<file path="src/plr_pkg.sv">
// Constants, field layout and types for the timing loop run-time registers
// How it works
// - The loop bandwidth in hertz is one divided by the programmed bandwidth index.
// - A 16-bit phase error threshold in ns judges leaky-bucket error events in all locking states.
// - A 16-bit bucket capacity bounds the accumulated count of phase error events.
// - Tracking resumes from signal loss or holdover only when phase error is within re-entry tolerance.
// - The loss-of-lock alarm rises when phase error exceeds the 16-bit hard tolerance in ns.
// - Config bit 0 aligns synth x and bit 1 aligns synth y to the pulse reference.
// - Config bits 3:2 pick the bandwidth shift rate: 0 normal, 1 slower, 2 slowest, 3 faster.
// - Aligned output frequency is n times 8 kHz from bits 16:0; software keeps bits 47:17 zero.
// - A zero aligned output frequency means the pulse output needs no phase alignment.
// - Build-out compensation speed is at most index times 16 to the band times 10 ps per second.
// - The signed detector offset in 10 ps units is added to every reference phase reading.
// - A 28-bit signed master clock correction of 0.851495 ppt per unit sits in a 48-bit field.
// - Loop parameter bits 5:0 give the fast bandwidth index and bits 7:6 the damping selection.
// - Run-time control value 1 forces manual holdover and value 0 means normal operation.
package plr_pkg;
  // ----------------------------------------------------------------
  // Register map
  // ----------------------------------------------------------------
  localparam int NUM_FIELDS = 12;
  localparam int FLD_RUNTIME_CONTROL = 0;
  localparam int FLD_LOOP_PARAM = 1;
  localparam int FLD_TARGET_BW = 2;
  localparam int FLD_BUCKET_THR = 3;
  localparam int FLD_BUCKET_CAP = 4;
  localparam int FLD_REENTRY_TOL = 5;
  localparam int FLD_LOL_TOL = 6;
  localparam int FLD_ALIGN_CONFIG = 7;
  localparam int FLD_ALIGNED_FREQ = 8;
  localparam int FLD_BUILDOUT_SPEED = 9;
  localparam int FLD_DETECTOR_CAL = 10;
  localparam int FLD_MCLK_CAL = 11;
  localparam logic [7:0] FIELD_OFFSET [NUM_FIELDS] = '{
    8'h36, 8'h3a, 8'h3b, 8'h3d, 8'h3f, 8'h41, 8'h43, 8'h45, 8'h46, 8'h4c, 8'h4d, 8'h4f};
  localparam logic [7:0] FIELD_LAST [NUM_FIELDS] = '{
    8'h36, 8'h3a, 8'h3c, 8'h3e, 8'h40, 8'h42, 8'h44, 8'h45, 8'h4b, 8'h4c, 8'h4e, 8'h54};
  localparam int FIELD_BYTES [NUM_FIELDS] = '{1, 1, 2, 2, 2, 2, 2, 1, 6, 1, 2, 6};
  localparam logic [47:0] FIELD_RESET = 48'h0000_0000_0000;
  localparam logic [7:0] ALIGN_READ_MASK = 8'h0f;
  localparam logic [7:0] FIELD_READ_MASK = 8'hff;
  localparam logic [7:0] UNMAPPED_READ = 8'h00;
  // ----------------------------------------------------------------
  // Field positions
  // ----------------------------------------------------------------
  localparam int FAST_BW_MSB = 5;
  localparam int DAMPING_LSB = 6;
  localparam int ALIGN_X_BIT = 0;
  localparam int ALIGN_Y_BIT = 1;
  localparam int SHIFT_RATE_LSB = 2;
  localparam int FREQ_N_WIDTH = 17;
  localparam int SPEED_INDEX_MSB = 5;
  localparam int SPEED_BAND_LSB = 6;
  localparam int SPEED_WIDTH = 18;
  localparam int MCLK_CAL_WIDTH = 28;
  localparam logic [7:0] FORCE_HOLDOVER_VALUE = 8'h01;
  // ----------------------------------------------------------------
  // Types
  // ----------------------------------------------------------------
  typedef enum logic [1:0] {
    PLR_SHIFT_NORMAL = 2'h0,
    PLR_SHIFT_SLOWER = 2'h1,
    PLR_SHIFT_SLOWEST = 2'h2,
    PLR_SHIFT_FASTER = 2'h3
  } plr_shift_rate_type;
endpackage

</file>
<file path="src/plr_field.sv">
// One byte-addressed register field with staged, coherent multi-byte commit
`timescale 1ns/1ps
module plr_field #(
  parameter int BYTES = 2,
  parameter logic [47:0] RESET = 48'h0000_0000_0000
) (
  // Clock and reset
  input wire logic clk_in,
  input wire logic rst_in,
  // Byte write
  input wire logic wr_in,
  input wire logic [2:0] idx_in,
  input wire logic [7:0] data_in,
  // Committed value
  output logic [8*BYTES-1:0] value_out
);
  logic [8*BYTES-1:0] stage;
  logic last_byte;
  logic [8*BYTES-1:0] next_value;

  assign last_byte = (idx_in == 3'(BYTES - 1));

  generate
    if (BYTES == 1) begin : g_single
      assign next_value = data_in;
    end else begin : g_multi
      assign next_value = {data_in, stage[8*(BYTES-1)-1:0]};
    end
  endgenerate

  always_ff @(posedge clk_in or posedge rst_in) begin
    if (rst_in) begin
      stage <= RESET[8*BYTES-1:0];
    end else if (wr_in) begin
      stage[8*idx_in +: 8] <= data_in;
    end
  end

  // Lower bytes wait in stage; the top byte commits the whole word
  always_ff @(posedge clk_in or posedge rst_in) begin
    if (rst_in) begin
      value_out <= RESET[8*BYTES-1:0];
    end else if (wr_in && last_byte) begin
      value_out <= next_value;
    end
  end
endmodule

</file>
<file path="src/pps_loop_runtime_regs.sv">
// Run-time configuration and calibration registers of the pulse-disciplined loop
`timescale 1ns/1ps
module pps_loop_runtime_regs (
  // Clock and reset
  input wire logic clk_in,
  input wire logic rst_in,
  // Register port from the serial interface
  input wire logic [7:0] addr_in,
  input wire logic wr_en_in,
  input wire logic [7:0] wr_data_in,
  input wire logic rd_en_in,
  output logic [7:0] rd_data_out,
  // Phase error samples from the detector
  input wire logic err_valid_in,
  input wire logic [15:0] phase_err_ns_in,
  // Raw reference phase readings
  input wire logic raw_valid_in,
  input wire logic [47:0] raw_phase_in,
  // Corrected phase readings
  output logic corrected_valid_out,
  output logic [47:0] corrected_phase_out,
  // Loop settings
  output logic force_holdover_out,
  output logic [5:0] fast_bw_index_out,
  output logic [1:0] damping_sel_out,
  output logic [15:0] target_bw_index_out,
  output logic target_below_fast_out,
  output logic align_x_out,
  output logic align_y_out,
  output plr_pkg::plr_shift_rate_type shift_rate_out,
  output logic [16:0] aligned_freq_n_out,
  output logic phase_align_needed_out,
  output logic [17:0] buildout_speed_out,
  output logic [27:0] mclk_correction_out,
  // Lock supervision
  output logic [15:0] bucket_count_out,
  output logic bucket_full_out,
  output logic lol_alarm_out,
  output logic reentry_ok_out,
  output logic resume_allowed_out
);
  // ----------------------------------------------------------------
  // Field storage and address decode
  // ----------------------------------------------------------------
  logic [47:0] value [plr_pkg::NUM_FIELDS];
  logic [plr_pkg::NUM_FIELDS-1:0] hit;
  logic [7:0] rd_part [plr_pkg::NUM_FIELDS];
  logic [7:0] rd_byte;

  genvar gi;
  generate
    for (gi = 0; gi < plr_pkg::NUM_FIELDS; gi++) begin : g_field
      localparam int NB = plr_pkg::FIELD_BYTES[gi];
      logic [2:0] idx;
      logic [8*NB-1:0] field_q;
      logic [7:0] mask;
      assign hit[gi] = (addr_in >= plr_pkg::FIELD_OFFSET[gi])
                    && (addr_in <= plr_pkg::FIELD_LAST[gi]);
      assign idx = 3'(addr_in - plr_pkg::FIELD_OFFSET[gi]);
      assign mask = (gi == plr_pkg::FLD_ALIGN_CONFIG) ? plr_pkg::ALIGN_READ_MASK
                                                      : plr_pkg::FIELD_READ_MASK;
      assign rd_part[gi] = hit[gi] ? (field_q[8*idx +: 8] & mask) : 8'h00;
      plr_field #(
        .BYTES(NB),
        .RESET(plr_pkg::FIELD_RESET)
      ) u_field (
        .clk_in(clk_in),
        .rst_in(rst_in),
        .wr_in(wr_en_in && hit[gi]),
        .idx_in(idx),
        .data_in(wr_data_in),
        .value_out(field_q)
      );
      if (NB == 6) begin : g_full
        assign value[gi] = field_q;
      end else begin : g_pad
        assign value[gi] = {{(48 - 8*NB){1'b0}}, field_q};
      end
    end
  endgenerate

  // Fields never overlap, so an OR of the per-field bytes is the mux
  always_comb begin
    rd_byte = plr_pkg::UNMAPPED_READ;
    for (int i = 0; i < plr_pkg::NUM_FIELDS; i++) begin
      rd_byte = rd_byte | rd_part[i];
    end
  end

  always_ff @(posedge clk_in or posedge rst_in) begin
    if (rst_in) begin
      rd_data_out <= 8'h00;
    end else if (rd_en_in) begin
      rd_data_out <= rd_byte;
    end
  end

  // ----------------------------------------------------------------
  // Settings decode
  // ----------------------------------------------------------------
  logic [7:0] loop_param;
  logic [7:0] align_cfg;
  logic [7:0] speed_cfg;
  logic [15:0] bucket_thr;
  logic [15:0] bucket_cap;
  logic [15:0] reentry_tol;
  logic [15:0] lol_tol;
  logic [15:0] detector_cal;
  logic next_force;
  logic [16:0] next_freq_n;
  logic [17:0] next_speed;

  assign loop_param = value[plr_pkg::FLD_LOOP_PARAM][7:0];
  assign align_cfg = value[plr_pkg::FLD_ALIGN_CONFIG][7:0];
  assign speed_cfg = value[plr_pkg::FLD_BUILDOUT_SPEED][7:0];
  assign bucket_thr = value[plr_pkg::FLD_BUCKET_THR][15:0];
  assign bucket_cap = value[plr_pkg::FLD_BUCKET_CAP][15:0];
  assign reentry_tol = value[plr_pkg::FLD_REENTRY_TOL][15:0];
  assign lol_tol = value[plr_pkg::FLD_LOL_TOL][15:0];
  assign detector_cal = value[plr_pkg::FLD_DETECTOR_CAL][15:0];
  // Other run-time control values are reserved and run normally
  assign next_force = value[plr_pkg::FLD_RUNTIME_CONTROL][7:0]
                   == plr_pkg::FORCE_HOLDOVER_VALUE;
  assign next_freq_n = value[plr_pkg::FLD_ALIGNED_FREQ][plr_pkg::FREQ_N_WIDTH-1:0];
  // index x 16^band: shift left by four bits per band step
  assign next_speed = 18'(speed_cfg[plr_pkg::SPEED_INDEX_MSB:0])
                   << {speed_cfg[7:plr_pkg::SPEED_BAND_LSB], 2'b00};

  always_ff @(posedge clk_in or posedge rst_in) begin
    if (rst_in) begin
      force_holdover_out <= 1'b0;
      fast_bw_index_out <= 6'h00;
      damping_sel_out <= 2'h0;
      target_bw_index_out <= 16'h0000;
      target_below_fast_out <= 1'b0;
      align_x_out <= 1'b0;
      align_y_out <= 1'b0;
      shift_rate_out <= plr_pkg::PLR_SHIFT_NORMAL;
      aligned_freq_n_out <= 17'h00000;
      phase_align_needed_out <= 1'b0;
      buildout_speed_out <= 18'h00000;
      mclk_correction_out <= 28'h0000000;
    end else begin
      force_holdover_out <= next_force;
      fast_bw_index_out <= loop_param[plr_pkg::FAST_BW_MSB:0];
      damping_sel_out <= loop_param[7:plr_pkg::DAMPING_LSB];
      target_bw_index_out <= value[plr_pkg::FLD_TARGET_BW][15:0];
      // Misprogramming flag; the loop still relies on software ordering
      target_below_fast_out <= value[plr_pkg::FLD_TARGET_BW][15:0]
                            < 16'(loop_param[plr_pkg::FAST_BW_MSB:0]);
      align_x_out <= align_cfg[plr_pkg::ALIGN_X_BIT];
      align_y_out <= align_cfg[plr_pkg::ALIGN_Y_BIT];
      shift_rate_out <= plr_pkg::plr_shift_rate_type'(
        align_cfg[plr_pkg::SHIFT_RATE_LSB +: 2]);
      aligned_freq_n_out <= next_freq_n;
      phase_align_needed_out <= (next_freq_n != 17'h00000);
      buildout_speed_out <= next_speed;
      mclk_correction_out <= value[plr_pkg::FLD_MCLK_CAL][plr_pkg::MCLK_CAL_WIDTH-1:0];
    end
  end

  // ----------------------------------------------------------------
  // Phase reading correction
  // ----------------------------------------------------------------
  logic [47:0] next_corrected;

  // Offset is sampled on the reading strobe; software keeps it still around it
  assign next_corrected = raw_phase_in + {{32{detector_cal[15]}}, detector_cal};

  always_ff @(posedge clk_in or posedge rst_in) begin
    if (rst_in) begin
      corrected_valid_out <= 1'b0;
      corrected_phase_out <= 48'h0000_0000_0000;
    end else begin
      corrected_valid_out <= raw_valid_in;
      if (raw_valid_in) begin
        corrected_phase_out <= next_corrected;
      end
    end
  end

  // ----------------------------------------------------------------
  // Lock supervision
  // ----------------------------------------------------------------
  logic err_over;
  logic [15:0] bucket_base;
  logic [15:0] next_bucket;

  assign err_over = phase_err_ns_in > bucket_thr;
  // Lowering the capacity clamps the count at the next sample
  assign bucket_base = (bucket_count_out > bucket_cap) ? bucket_cap : bucket_count_out;
  assign next_bucket = err_over ? ((bucket_base < bucket_cap) ? bucket_base + 16'h0001
                                                              : bucket_base)
                                : ((bucket_base != 16'h0000) ? bucket_base - 16'h0001
                                                             : 16'h0000);

  always_ff @(posedge clk_in or posedge rst_in) begin
    if (rst_in) begin
      bucket_count_out <= 16'h0000;
      bucket_full_out <= 1'b0;
      lol_alarm_out <= 1'b0;
      reentry_ok_out <= 1'b0;
    end else if (err_valid_in) begin
      bucket_count_out <= next_bucket;
      bucket_full_out <= (bucket_cap != 16'h0000) && (next_bucket == bucket_cap);
      lol_alarm_out <= phase_err_ns_in > lol_tol;
      reentry_ok_out <= phase_err_ns_in <= reentry_tol;
    end
  end

  always_ff @(posedge clk_in or posedge rst_in) begin
    if (rst_in) begin
      resume_allowed_out <= 1'b0;
    end else begin
      resume_allowed_out <= reentry_ok_out && !force_holdover_out;
    end
  end
endmodule

</file>
<file path="config.mk">
export PLATFORM = sky130hd
export DESIGN_NAME = pps_loop_runtime_regs
export DESIGN_NICKNAME = d
export VERILOG_FILES = /design/src/plr_pkg.sv /design/src/plr_field.sv /design/src/pps_loop_runtime_regs.sv
export SDC_FILE = /design/constraint.sdc
export NUM_CORES = 1
export LEC_CHECK = 0
export BUFFER_PORTS_ARGS = -buffer_cell sky130_fd_sc_hd__buf_2
export CELL_PAD_IN_SITES_DETAIL_PLACEMENT = 0
export CELL_PAD_IN_SITES_GLOBAL_PLACEMENT = 1
export CORE_AREA = 2 2 296 269
export CTS_CLUSTER_SIZE = 16
export DETAILED_ROUTE_END_ITERATION = 10
export DIE_AREA = 0 0 298 271
export MAX_ROUTING_LAYER = met4
export PLACE_DENSITY = 0.71
export REMOVE_ABC_BUFFERS = 1
export SYNTH_ARGS = -nofsm -noshare
export SYNTH_HDL_FRONTEND = slang
export SYNTH_SLANG_ARGS = --single-unit
export TNS_END_PERCENT = 10
</file>
<file path="constraint.sdc">
create_clock -name clk_in -period 22.6 [get_ports clk_in]
set_clock_uncertainty 0.05 [all_clocks]
set_input_delay 1.13 -clock clk_in [delete_from_list [all_inputs] [get_ports clk_in]]
set_output_delay 1.13 -clock clk_in [all_outputs]
set_load 0.05 [all_outputs]
</file>
==> results of run 1 <==
-- how the worst min path moves through the flow --
| stage | start | to | cells after the start |
|---|---|---|---|
| after floorplan | g_field[11].u_field.value_out[26] | mclk_correction_out[26] | 0 |
| after global placement | g_field[11].u_field.value_out[9] | mclk_correction_out[9] | 0 |
| after detailed placement | g_field[11].u_field.value_out[9] | mclk_correction_out[9] | 0 |
| after CTS | g_field[11].u_field.value_out[15] | mclk_correction_out[15] | 0 |
| after global routing | g_field[11].u_field.value_out[13] | mclk_correction_out[13] | 0 |
| final | g_field[11].u_field.value_out[15] | mclk_correction_out[15] | 0 |
-- final cells by class --
type                    instances  share of cell area, %
inverters                     116                   1.41
clock inverters                27                  0.987
diodes                         10                 0.0799
clock buffers                  78                   5.13
flip-flops and latches        519                   41.5
multi-input cells            1760                   42.0
repair buffers                282                   4.72
well taps                    1039                   4.15
-- per-layer routing --
layer / vias to the layer above / track usage [%] / wire (µm)
met1: 10600 / 30.5 / 41200
met5: - / - / 0
met2: 663 / 35.4 / 41600
met3: 152 / 3.53 / 5020
met4: 0 / 7.00 / 2590
li1: 9565 / - / -
-- power by group through the flow --
stage	sequential (µW)	combinational (µW)	clock, µW
5_1_grt	1020	511	1020
3_3_place_gp	1030	475	0
6_report	1010	474	964
3_5_place_dp	1030	471	0
2_1_floorplan	1100	224	0
4_1_cts	1010	473	986
-- flip-flops by register name, indices dropped and copies added (netlist names), 2 cells and up --
register,cells
aligned_freq_n_out,17
bucket_count_out,16
buildout_speed_out,18
corrected_phase_out,48
damping_sel_out,2
fast_bw_index_out,6
g_field.u_field.stage,128
g_field.u_field.value_out,220
mclk_correction_out,28
rd_data_out,8
shift_rate_out,2
target_bw_index_out,16
-- kinds of logic after synthesis --
kind of cell               Yosys count  synth area share [%]
and+or+nand+nor                    639                  11.3
AOI/OAI and AO/OA                  559                  13.4
DFF                                519                  48.1
muxes                              348                  14.8
buffers and inverters              226                  3.22
adders and majority gates          155                  7.21
xor gates and xnor gates            59                  1.91
-- cells in the final DEF (no fill, tap or decap), drive strengths merged, types with 12 or more instances in the layout --
master / n
and2: 14
o221ai: 12
a31oi: 19
nand3: 47
mux4: 14
buf: 282
o21ai: 172
mux2i: 64
o21a: 16
clkinv: 18
o31ai: 44
a21o: 43
xnor2: 41
nor3: 48
nand2: 269
xor2: 18
inv: 118
a22oi: 29
nor2: 108
o22ai: 19
and3: 20
a21oi: 104
mux2: 270
nand2b: 22
dfrtp: 519
nor4: 20
ha: 154
nand4: 26
nor2b: 23
clkbuf: 78
-- stage by stage --
step                power, µW  hold WS, ns  cell area [µm²]  setup WS (ns)
CTS                      2470        0.352            31300          14.91
global route             2550        0.364            31300          14.10
global placement         1500        0.337            29400          14.97
floorplan                1320        0.315            26600           6.92
detailed placement       1500        0.335            29400          14.96
finish                   2450        0.349            31300          14.81
==> summary.md, run 1 <==
| Metric | Value |
|---|---|
| Outcome | `finished clean` |
| H-tree depth | `2` |
| Post_cts resized | `0` |
| CTS Buf Count | `57` |
| Post-synthesis register bit count | `519` |
| Sequential Area | `0.0130 mm²` |
| Antenna violations before repair | `11` |
| CP arrival | `8.27 ns` |
| Worst setup endpoint | `bucket_full_out` |
| Reg2reg end | `bucket_full_out` |
| Clock tree from TritonCTS | `built` |
| R2R Setup Slk | `14.81 ns` |
| Fillcell total | `7610` |
| Dominant cell type by area after synthesis | `dfrtp_1` |
| Max IR drop VDD | `0.0000673 V` |
| Post-Layout Cell Count | `3831` |
| Largest net degree at the start of global routing | `138` |
| Max Clk Rate | `128 MHz` |
| Die width | `298 µm` |
| Leading cell type by number of instances after synthesis | `dfrtp_1` |
| Fin crit period | `7.79 ns` |
| Number of clock sinks | `519` |
| Antenna Violating Nets Remaining | `0` |
| Max Cap Violations | `0` |
| Placed Cells | `3716` |
| 1st-pass router iterations | `7` |
| IO Pins | `257` |
| Fin util | `40.4%` |
| Combinational share of power | `19.4%` |
| Vias per cell | `5.47` |
| Die height | `271 µm` |
| Setup TNS | `0 ns` |
| Buf/Inv on CP | `1` |
| Area share of the largest cell type after synthesis | `48.1%` |
| Area of the multi-input gates | `0.0132 mm²` |
| Vias in the first global route | `21200` |
| Max incr delay on CP | `0.84 ns` |
| Area Overhead vs Synth | `16.0%` |
| Total net switching power | `789 µW` |
| Warnings from Yosys | `0` |
| WL final | `90400 µm` |
| Critical path required time | `23.08 ns` |
| IO buf count | `256` |
| Synth Instances | `2505` |
| # Post-CTS Setup Buffers | `0` |
| DR iter-0 viols | `1466` |
| Sequential fraction of the synthesis area | `48.1%` |
| Critical path class | `reg2reg` |
| Power per cell area | `78.3 mW/mm²` |
| CP Capture Type | `flip-flop` |
| Commonest cells in the netlist | `dfrtp_1 (519), mux2_2 (270), nand2_1 (268)` |
| Static Leakage | `0.0153 µW` |
| Slew margin rel. | `13.8%` |
| Clk buf depth | `3` |
| Synthesized area per cell | `10.8 µm²` |
| GR Overflow Total | `0` |
| Cells on worst reg2reg path | `20` |
| Wire per inst | `23.6 µm` |
| CP max FO | `42` |
| Crit path launch type | `flip-flop` |
| Vias | `21000` |
| Final Setup Violations | `0` |
| Fin. max-slew vios | `0` |
| Critical R2R Launch | `g_field[4].u_field.value_out[13]` |
| Internal power | `1660 µW` |
| Final Hold Viols | `0` |
| Most used DFF post-synth | `dfrtp_1` |
| Nets@finish | `2977` |
| Worst Setup SP | `g_field[4].u_field.value_out[13]` |
| Row count | `97` |
| Cell Chain, Critical Path | `inv_1 > ha_1 > nand4_2 > nor4_2 > a21bo_1 > nand3_1 > nand2_2 > o21ai_0 > ha_1 > a2111oi_0 > o21ai_0 > and3_1 > a31oi_1 > nand2_1 > nor4_2 > a21oi_1 > a32oi_1 > nand4_1 > or4_1 > o41ai_2` |
| CTS Hold Buffers Added | `0` |
| HP Class | `reg2reg` |
| Async S/R FF share, synth | `100%` |
| Share of layout cells above drive strength 1 | `24.8%` |
| Dominant cells by area after synthesis | `dfrtp_1 (48%), mux2_2 (11%), ha_1 (7.1%)` |
| Core area | `0.0774 mm²` |
| Worst-path clk slew | `0.07 ns` |
| Initial Util | `34.9%` |
| Cell area after synthesis | `0.0270 mm²` |
| Full die area | `0.0808 mm²` |
| Final GP Congestion | `0.910` |
| Placed wire-length estimate | `65000 µm` |
| CP max stage cell | `nor4_2` |
| First-pass GRT wire length | `137000 µm` |
| Root Driver | `clkbuf_16` |
| RSZ-0062 raised after global routing | `no` |
| All-Layer GR Usage | `22.7%` |
| Cell family with most CP delay | `simple AND/OR/NAND/NOR gates` |
| Clk_lat worst skew | `0.63 ns` |
| Period utilisation layout | `34.5%` |
| Sequential share of power | `41.3%` |
| Clock group share of total power | `39.3%` |
| DRC errors left | `0` |
| Sw Ratio | `32.2%` |
| Critical path depth | `20` |
| Post-synth EDFFs | `0` |
| Post-synthesis cell type count | `85` |
| Worst-margin pin slew | `1.28 ns` |
Note: power is estimated with default switching activity, not from simulation.
==> run 2: changes to the inputs <==
--- a/config.mk
+++ b/config.mk
@@ -13,7 +13,7 @@
 export DETAILED_ROUTE_END_ITERATION = 10
 export DIE_AREA = 0 0 298 271
 export MAX_ROUTING_LAYER = met4
-export PLACE_DENSITY = 0.71
+export PLACE_DENSITY = 0.73
 export REMOVE_ABC_BUFFERS = 1
 export SYNTH_ARGS = -nofsm -noshare
 export SYNTH_HDL_FRONTEND = slang
==> constraint.sdc (replaced) <==
create_clock -name clk_in -period 7.05 [get_ports clk_in]
set_clock_uncertainty 0.05 [all_clocks]
set_input_delay 0.3525 -clock clk_in [delete_from_list [all_inputs] [get_ports clk_in]]
set_output_delay 0.3525 -clock clk_in [all_outputs]
set_load 0.05 [all_outputs]
==> summary.md, run 2 (synthesized netlist as in run 1, its figures left out) <==
| Metric | Value |
|---|---|
| Final Hold Viols | `0 (unchanged)` |
| Largest net degree at the start of global routing | `192 (+39%)` |
| Critical path class | `reg2reg` |
| Full die area | `0.0808 mm² (unchanged)` |
| Fin. max-slew vios | `0 (unchanged)` |
| Crit path launch type | `flip-flop` |
| 1st-pass router iterations | `5 (-2)` |
| Vias | `21100 (+0.82%)` |
| GR Overflow Total | `0 (unchanged)` |
| Vias per cell | `5.44 (-0.56%)` |
| Critical path required time | `7.53 ns (-15.55 ns)` |
| Clock tree from TritonCTS | `built` |
| Cell Chain, Critical Path | `inv_1 > ha_1 > nand4_2 > nor4_2 > and4_1 > nor2_1 > buf_4 > o21ai_0 > ha_1 > a21o_1 > a221o_1 > nor4_1 > a211o_1 > o2111ai_2 > a211o_1 > a21oi_1 > nor2_1 > mux2_2 > or4_1 > o41ai_2` |
| HP Class | `in2reg` |
| Largest Register | `g_field.u_field.value_out` |
| Most common cell after layout, fill and taps aside | `dfrtp_1` |
| Share of layout cells above drive strength 1 | `26.2% (+1.4 points)` |
| Worst-margin pin slew | `1.35 ns (+0.0661 ns)` |
| Hold_ws | `0.0608 ns (-0.288 ns)` |
| Max incr delay on CP | `0.66 ns (-0.18 ns)` |
| WL final | `90500 µm (about the same)` |
| Max reg flops | `220 (unchanged)` |
| CP max FO | `11 (-74%)` |
| Antenna violations before repair | `14 (+3)` |
| CP max stage cell | `and4_1` |
| All-Layer GR Usage | `22.8% (+0.043 points)` |
| Outcome | `finished clean` |
| IO Pins | `257 (unchanged)` |
| DRC errors left | `0 (unchanged)` |
| Nets@finish | `3025 (+1.6%)` |
| Power per cell area | `252 mW/mm² (+220%)` |
| Initial Util | `34.9% (unchanged)` |
| First-pass GRT wire length | `137000 µm (about the same)` |
| Vias in the first global route | `21500 (+1.6%)` |
| H-tree depth | `2 (unchanged)` |
| Placed wire-length estimate | `65900 µm (+1.3%)` |
| Worst-path clk slew | `0.06 ns (about the same)` |
| Post_cts resized | `0 (unchanged)` |
| Die height | `271 µm (unchanged)` |
| DR iter-0 viols | `1401 (-4.4%)` |
| Number of clock sinks | `519 (unchanged)` |
| Setup TNS | `0 ns (unchanged)` |
| IO buf count | `256 (unchanged)` |
| CP Capture Type | `flip-flop` |
| RSZ-0062 raised after global routing | `no` |
| Clk_lat worst skew | `0.64 ns (about the same)` |
| CP arrival | `6.85 ns (-1.42 ns)` |
| Root Driver | `clkbuf_16` |
| Core area | `0.0774 mm² (unchanged)` |
| Static Leakage | `0.0156 µW (+1.8%)` |
| Top Registers | `g_field.u_field.value_out: 220 flops, g_field.u_field.stage: 128 flops, corrected_phase_out: 48 flops` |
| Row count | `97 (unchanged)` |
| Die width | `298 µm (unchanged)` |
| Max Clk Rate | `157 MHz (+22%)` |
| Clk buf depth | `3 (unchanged)` |
| Most frequent cells in the layout | `dfrtp_1 (519), mux2_2 (270), nand2_1 (268), buf_2 (255), o21ai_0 (167)` |
| Slew margin rel. | `10.2% (-3.6 points)` |
| Final Setup Violations | `0 (unchanged)` |
| Wire per inst | `23.3 µm (-1.3%)` |
| Final GP Congestion | `0.902 (-0.80%)` |
| Fin crit period | `6.37 ns (-1.42 ns)` |
| Period utilisation layout | `90.3% (+56 points)` |
| # Post-CTS Setup Buffers | `0 (unchanged)` |
| CTS Buf Count | `57 (unchanged)` |
| Antenna Violating Nets Remaining | `0 (unchanged)` |
| Max Cap Violations | `0 (unchanged)` |
| Area Overhead vs Synth | `17.8%` |
| Max IR drop VDD | `0.000200 V (+200%)` |
-- run 2: timing repair --
item,in CTS,in global routing
hold endpoints to repair,135,0
setup endpoints to repair,0,0
hold buffers,1,0
-- run 2: through the flow --
step | total power [µW] | instances | cell area [µm²] | worst slack, ns | util (%)
2_1_floorplan | 4240 | 2395 | 26600 | -7.85 | -
3_3_place_gp | 4920 | 3763 | 29800 | 0.928 | 38.4
3_5_place_dp | 4920 | 3763 | 29800 | 0.865 | 38.4
4_1_cts | 8070 | 3871 | 31800 | 0.808 | 41.0
5_1_grt | 8350 | 3882 | 31800 | 0.361 | 41.1
6_report | 8010 | 3884 | 31800 | 0.682 | 41.1
-- run 2: path summary, 6_finish.rpt --
check / from / end / slack [ns] / cells past startpoint
max reg2reg: g_field[4].u_field.value_out[13] / bucket_full_out / 0.68 / 20
max in group asynchronous: rst_in / g_field[11].u_field.value_out[4] / 4.96 / 4
min in group asynchronous: rst_in / target_bw_index_out[4] / 0.48 / 3
min reg2reg: g_field[11].u_field.value_out[8] / mclk_correction_out[8] / 0.35 / 0
min: raw_phase_in[0] / corrected_phase_out[0] / 0.06 / 3
max: g_field[4].u_field.value_out[13] / bucket_full_out / 0.68 / 20
-- run 2: power by group --
part           internal (µW)  leakage (µW)  switching, µW
registers               3090       0.00689            135
logic                    536       0.00770           1110
clock network           1840      0.000977           1300
-- run 2: layout make-up --
class / instances / area, µm²
Sequential cell: 519 / 13000
Inverter: 116 / 443
Clock buffer: 86 / 1760
Clock inverter: 21 / 235
Timing Repair Buffer: 330 / 1880
Tap cell: 1039 / 1300
Multi-Input combinational cell: 1760 / 13200
Fill cell: 7542 / 45600
Antenna cell: 13 / 32.5
-- run 2: critical path: cells and delay by family (launching register included) --
family                     cells  cell delay, ns
DFF                            1            0.51
adders and majority gates      2            0.66
muxes                          1            0.29
and+or+nand+nor                7            2.24
AOI/OAI and AO/OA              8            2.09
buffers and inverters          2            0.40
-- run 2: layer usage --
layer | vias to the layer above | track usage [%] | routed length (µm)
met5 | - | - | 0
met4 | 0 | 6.04 | 2080
met3 | 129 | 3.72 | 5070
met2 | 633 | 36.2 | 42500
met1 | 10700 | 30.2 | 40800
li1 | 9654 | - | -
==> run 3: changes to the inputs <==
--- a/config.mk
+++ b/config.mk
@@ -15,6 +15,7 @@
 export MAX_ROUTING_LAYER = met4
 export PLACE_DENSITY = 0.73
 export REMOVE_ABC_BUFFERS = 1
+export SETUP_SLACK_MARGIN = 0.5
 export SYNTH_ARGS = -nofsm -noshare
 export SYNTH_HDL_FRONTEND = slang
 export SYNTH_SLANG_ARGS = --single-unit
==> constraint.sdc (replaced) <==
create_clock -name clk_in -period 7.05 [get_ports clk_in]
set_clock_uncertainty 0.05 [all_clocks]
set_input_delay 0.3525 -clock clk_in [delete_from_list [all_inputs] [get_ports clk_in]]
set_output_delay 0.3525 -clock clk_in [all_outputs]
set_load 0.02 [all_outputs]
==> summary.md, run 3 (synthesized netlist as in run 1, its figures left out) <==
| Metric | Value |
|---|---|
| CP arrival | `6.66 ns (-0.19 ns)` |
| Vias | `21100 (-0.19%)` |
| Nets@finish | `3025 (unchanged)` |
| Final Hold Viols | `0 (unchanged)` |
| Vias in the first global route | `21500 (unchanged)` |
| Share of layout cells above drive strength 1 | `26.2% (+0.035 points)` |
| Vias per cell | `5.43 (-0.19%)` |
| Antenna Violating Nets Remaining | `0 (unchanged)` |
| IO buf count | `256 (unchanged)` |
| Full die area | `0.0808 mm² (unchanged)` |
| Max IR drop VDD | `0.000200 V (-0.15%)` |
| Fin util | `41.1% (about the same)` |
| Slew margin rel. | `13.5% (+3.3 points)` |
| Reg2reg end | `bucket_full_out` |
| H-tree depth | `2 (unchanged)` |
| Largest net degree at the start of global routing | `192 (unchanged)` |
| CP max FO | `20 (+9)` |
| Critical R2R Launch | `g_field[4].u_field.value_out[13]` |
| Initial Util | `34.9% (unchanged)` |
| Most frequent cells in the layout | `dfrtp_1 (519), mux2_2 (270), nand2_1 (268), buf_2 (255), o21ai_0 (167)` |
| WL final | `90500 µm (about the same)` |
| Area Overhead vs Synth | `17.8% (about the same)` |
| Top Registers | `g_field.u_field.value_out: 220 flops, g_field.u_field.stage: 128 flops, corrected_phase_out: 48 flops` |
| CP Capture Type | `flip-flop` |
| Core area | `0.0774 mm² (unchanged)` |
| Antenna violations before repair | `14 (unchanged)` |
| Die width | `298 µm (unchanged)` |
| Critical path required time | `7.54 ns (about the same)` |
| Worst-margin pin slew | `1.30 ns (-0.0494 ns)` |
| Placed Cells | `3763 (unchanged)` |
| Tot Pwr | `7830 µW (-2.3%)` |
| Post-Layout Cell Count | `3884 (unchanged)` |
| CTS Buf Count | `57 (unchanged)` |
| DRC errors left | `0 (unchanged)` |
| Fin crit period | `6.17 ns (-0.195 ns)` |
| Worst-path clk slew | `0.06 ns (about the same)` |
| 1st-pass router iterations | `5 (unchanged)` |
| RSZ-0062 raised after global routing | `no` |
| Final Setup Violations | `0 (unchanged)` |
| Row count | `97 (unchanged)` |
| Outcome | `finished clean` |
| DR iter-0 viols | `1444 (+3.1%)` |
| IO Pins | `257 (unchanged)` |
| GR Overflow Total | `0 (unchanged)` |
| Max reg flops | `220 (unchanged)` |
| Static Leakage | `0.0156 µW (about the same)` |
| Critical path class | `reg2reg` |
| R2R Setup Slk | `0.88 ns (+0.19 ns)` |
| Largest Register | `g_field.u_field.value_out` |
| Clock tree from TritonCTS | `built` |
| Wire per inst | `23.3 µm (about the same)` |
| HP Start | `raw_phase_in[0]` |
| Period utilisation layout | `87.6% (-2.8 points)` |
| Hold_ws | `0.0590 ns (-0.00175 ns)` |
| Number of clock sinks | `519 (unchanged)` |
| Cells on worst reg2reg path | `23 (+15%)` |
| Clk buf depth | `3 (unchanged)` |
| Crit path launch type | `flip-flop` |
| Fillcell total | `7544 (+0.027%)` |
| Root Driver | `clkbuf_16` |
| Die height | `271 µm (unchanged)` |
| Hold Crit Endpoint | `corrected_phase_out[0]` |
| Clk_lat worst skew | `0.64 ns (about the same)` |
| Max Cap Violations | `0 (unchanged)` |
| All-Layer GR Usage | `22.8% (unchanged)` |
| Worst Hold Depth | `3 (unchanged)` |
| HP Class | `in2reg` |
| Fin. max-slew vios | `0 (unchanged)` |
| First-pass GRT wire length | `137000 µm (unchanged)` |
| Final GP Congestion | `0.902 (unchanged)` |
| Placed wire-length estimate | `65900 µm (unchanged)` |
| Final instance area | `0.0318 mm² (about the same)` |
| Dpl cell area | `0.0298 mm² (unchanged)` |
| Power per cell area | `246 mW/mm² (-2.3%)` |
| Max Clk Rate | `162 MHz (+3.2%)` |
| Most common cell after layout, fill and taps aside | `dfrtp_1` |
run 3: report_power, final:
part | total [µW] | switching [µW] | internal, µW
clock network | 3130 | 1300 | 1840
logic | 1470 | 937 | 536
registers | 3220 | 135 | 3090
run 3: what timing repair did:
action,in CTS,in global routing
endpoints found under the setup margin,0,1
hold buffers,1,0
setup buffers,0,0
resized for setup,0,2
hold endpoints to repair,135,0
run 3: metrics by stage:
step	setup WS, ns	TNS [ns]
after global routing	0.526	0
after floorplan	-7.85	-4074.58
final	0.877	0
after CTS	0.808	0
after detailed placement	0.865	0
after global placement	0.928	0
run 3: worst max path at each step:
stage,start,end,slack (ns),depth (start not counted)
global route,g_field[4].u_field.value_out[13],bucket_full_out,0.53,23
global placement,g_field[4].u_field.value_out[13],bucket_full_out,0.93,20
floorplan,rst_in,align_x_out,-7.85,1
finish,g_field[4].u_field.value_out[13],bucket_full_out,0.88,23
CTS,g_field[4].u_field.value_out[13],bucket_full_out,0.81,21
detailed placement,g_field[4].u_field.value_out[13],bucket_full_out,0.86,20
run 3: worst max-delay path: stages (launching register included):
cell	delay [ns]
dfrtp_1	0.51
inv_1	0.18
ha_1	0.34
nand4_2	0.19
nor4_4	0.42
a21bo_1	0.27
and3_4	0.28
nor2_1	0.19
buf_4	0.22
nand2_1	0.06
o21ai_0	0.15
ha_1	0.32
a21o_1	0.19
a221o_1	0.36
nor4_1	0.19
a211o_1	0.26
o2111ai_2	0.25
buf_4	0.21
a211oi_1	0.26
o21ai_0	0.12
o31a_1	0.14
xnor2_1	0.19
or3_1	0.39
o41ai_2	0.32
run 3: per-layer routing:
metal  GRT usage (%)  part of all wire, %  wire length [µm]
met3            3.72                  5.7              5160
met4            6.04                  2.2              2030
met1            30.2                   45             40600
met5               -                    0                 0
met2            36.2                   47             42600
run 3: cell type report:
type                       instances  area, µm²  area share [%]
clock inverter                    21        235           0.740
clock buffer                      86       1760            5.52
antenna                           13       32.5           0.102
sequential                       519      13000            40.8
timing repair buffer             330       1880            5.91
tap                             1039       1300            4.09
multi-input combinational       1760      13200            41.4
inverter                         116        443            1.39
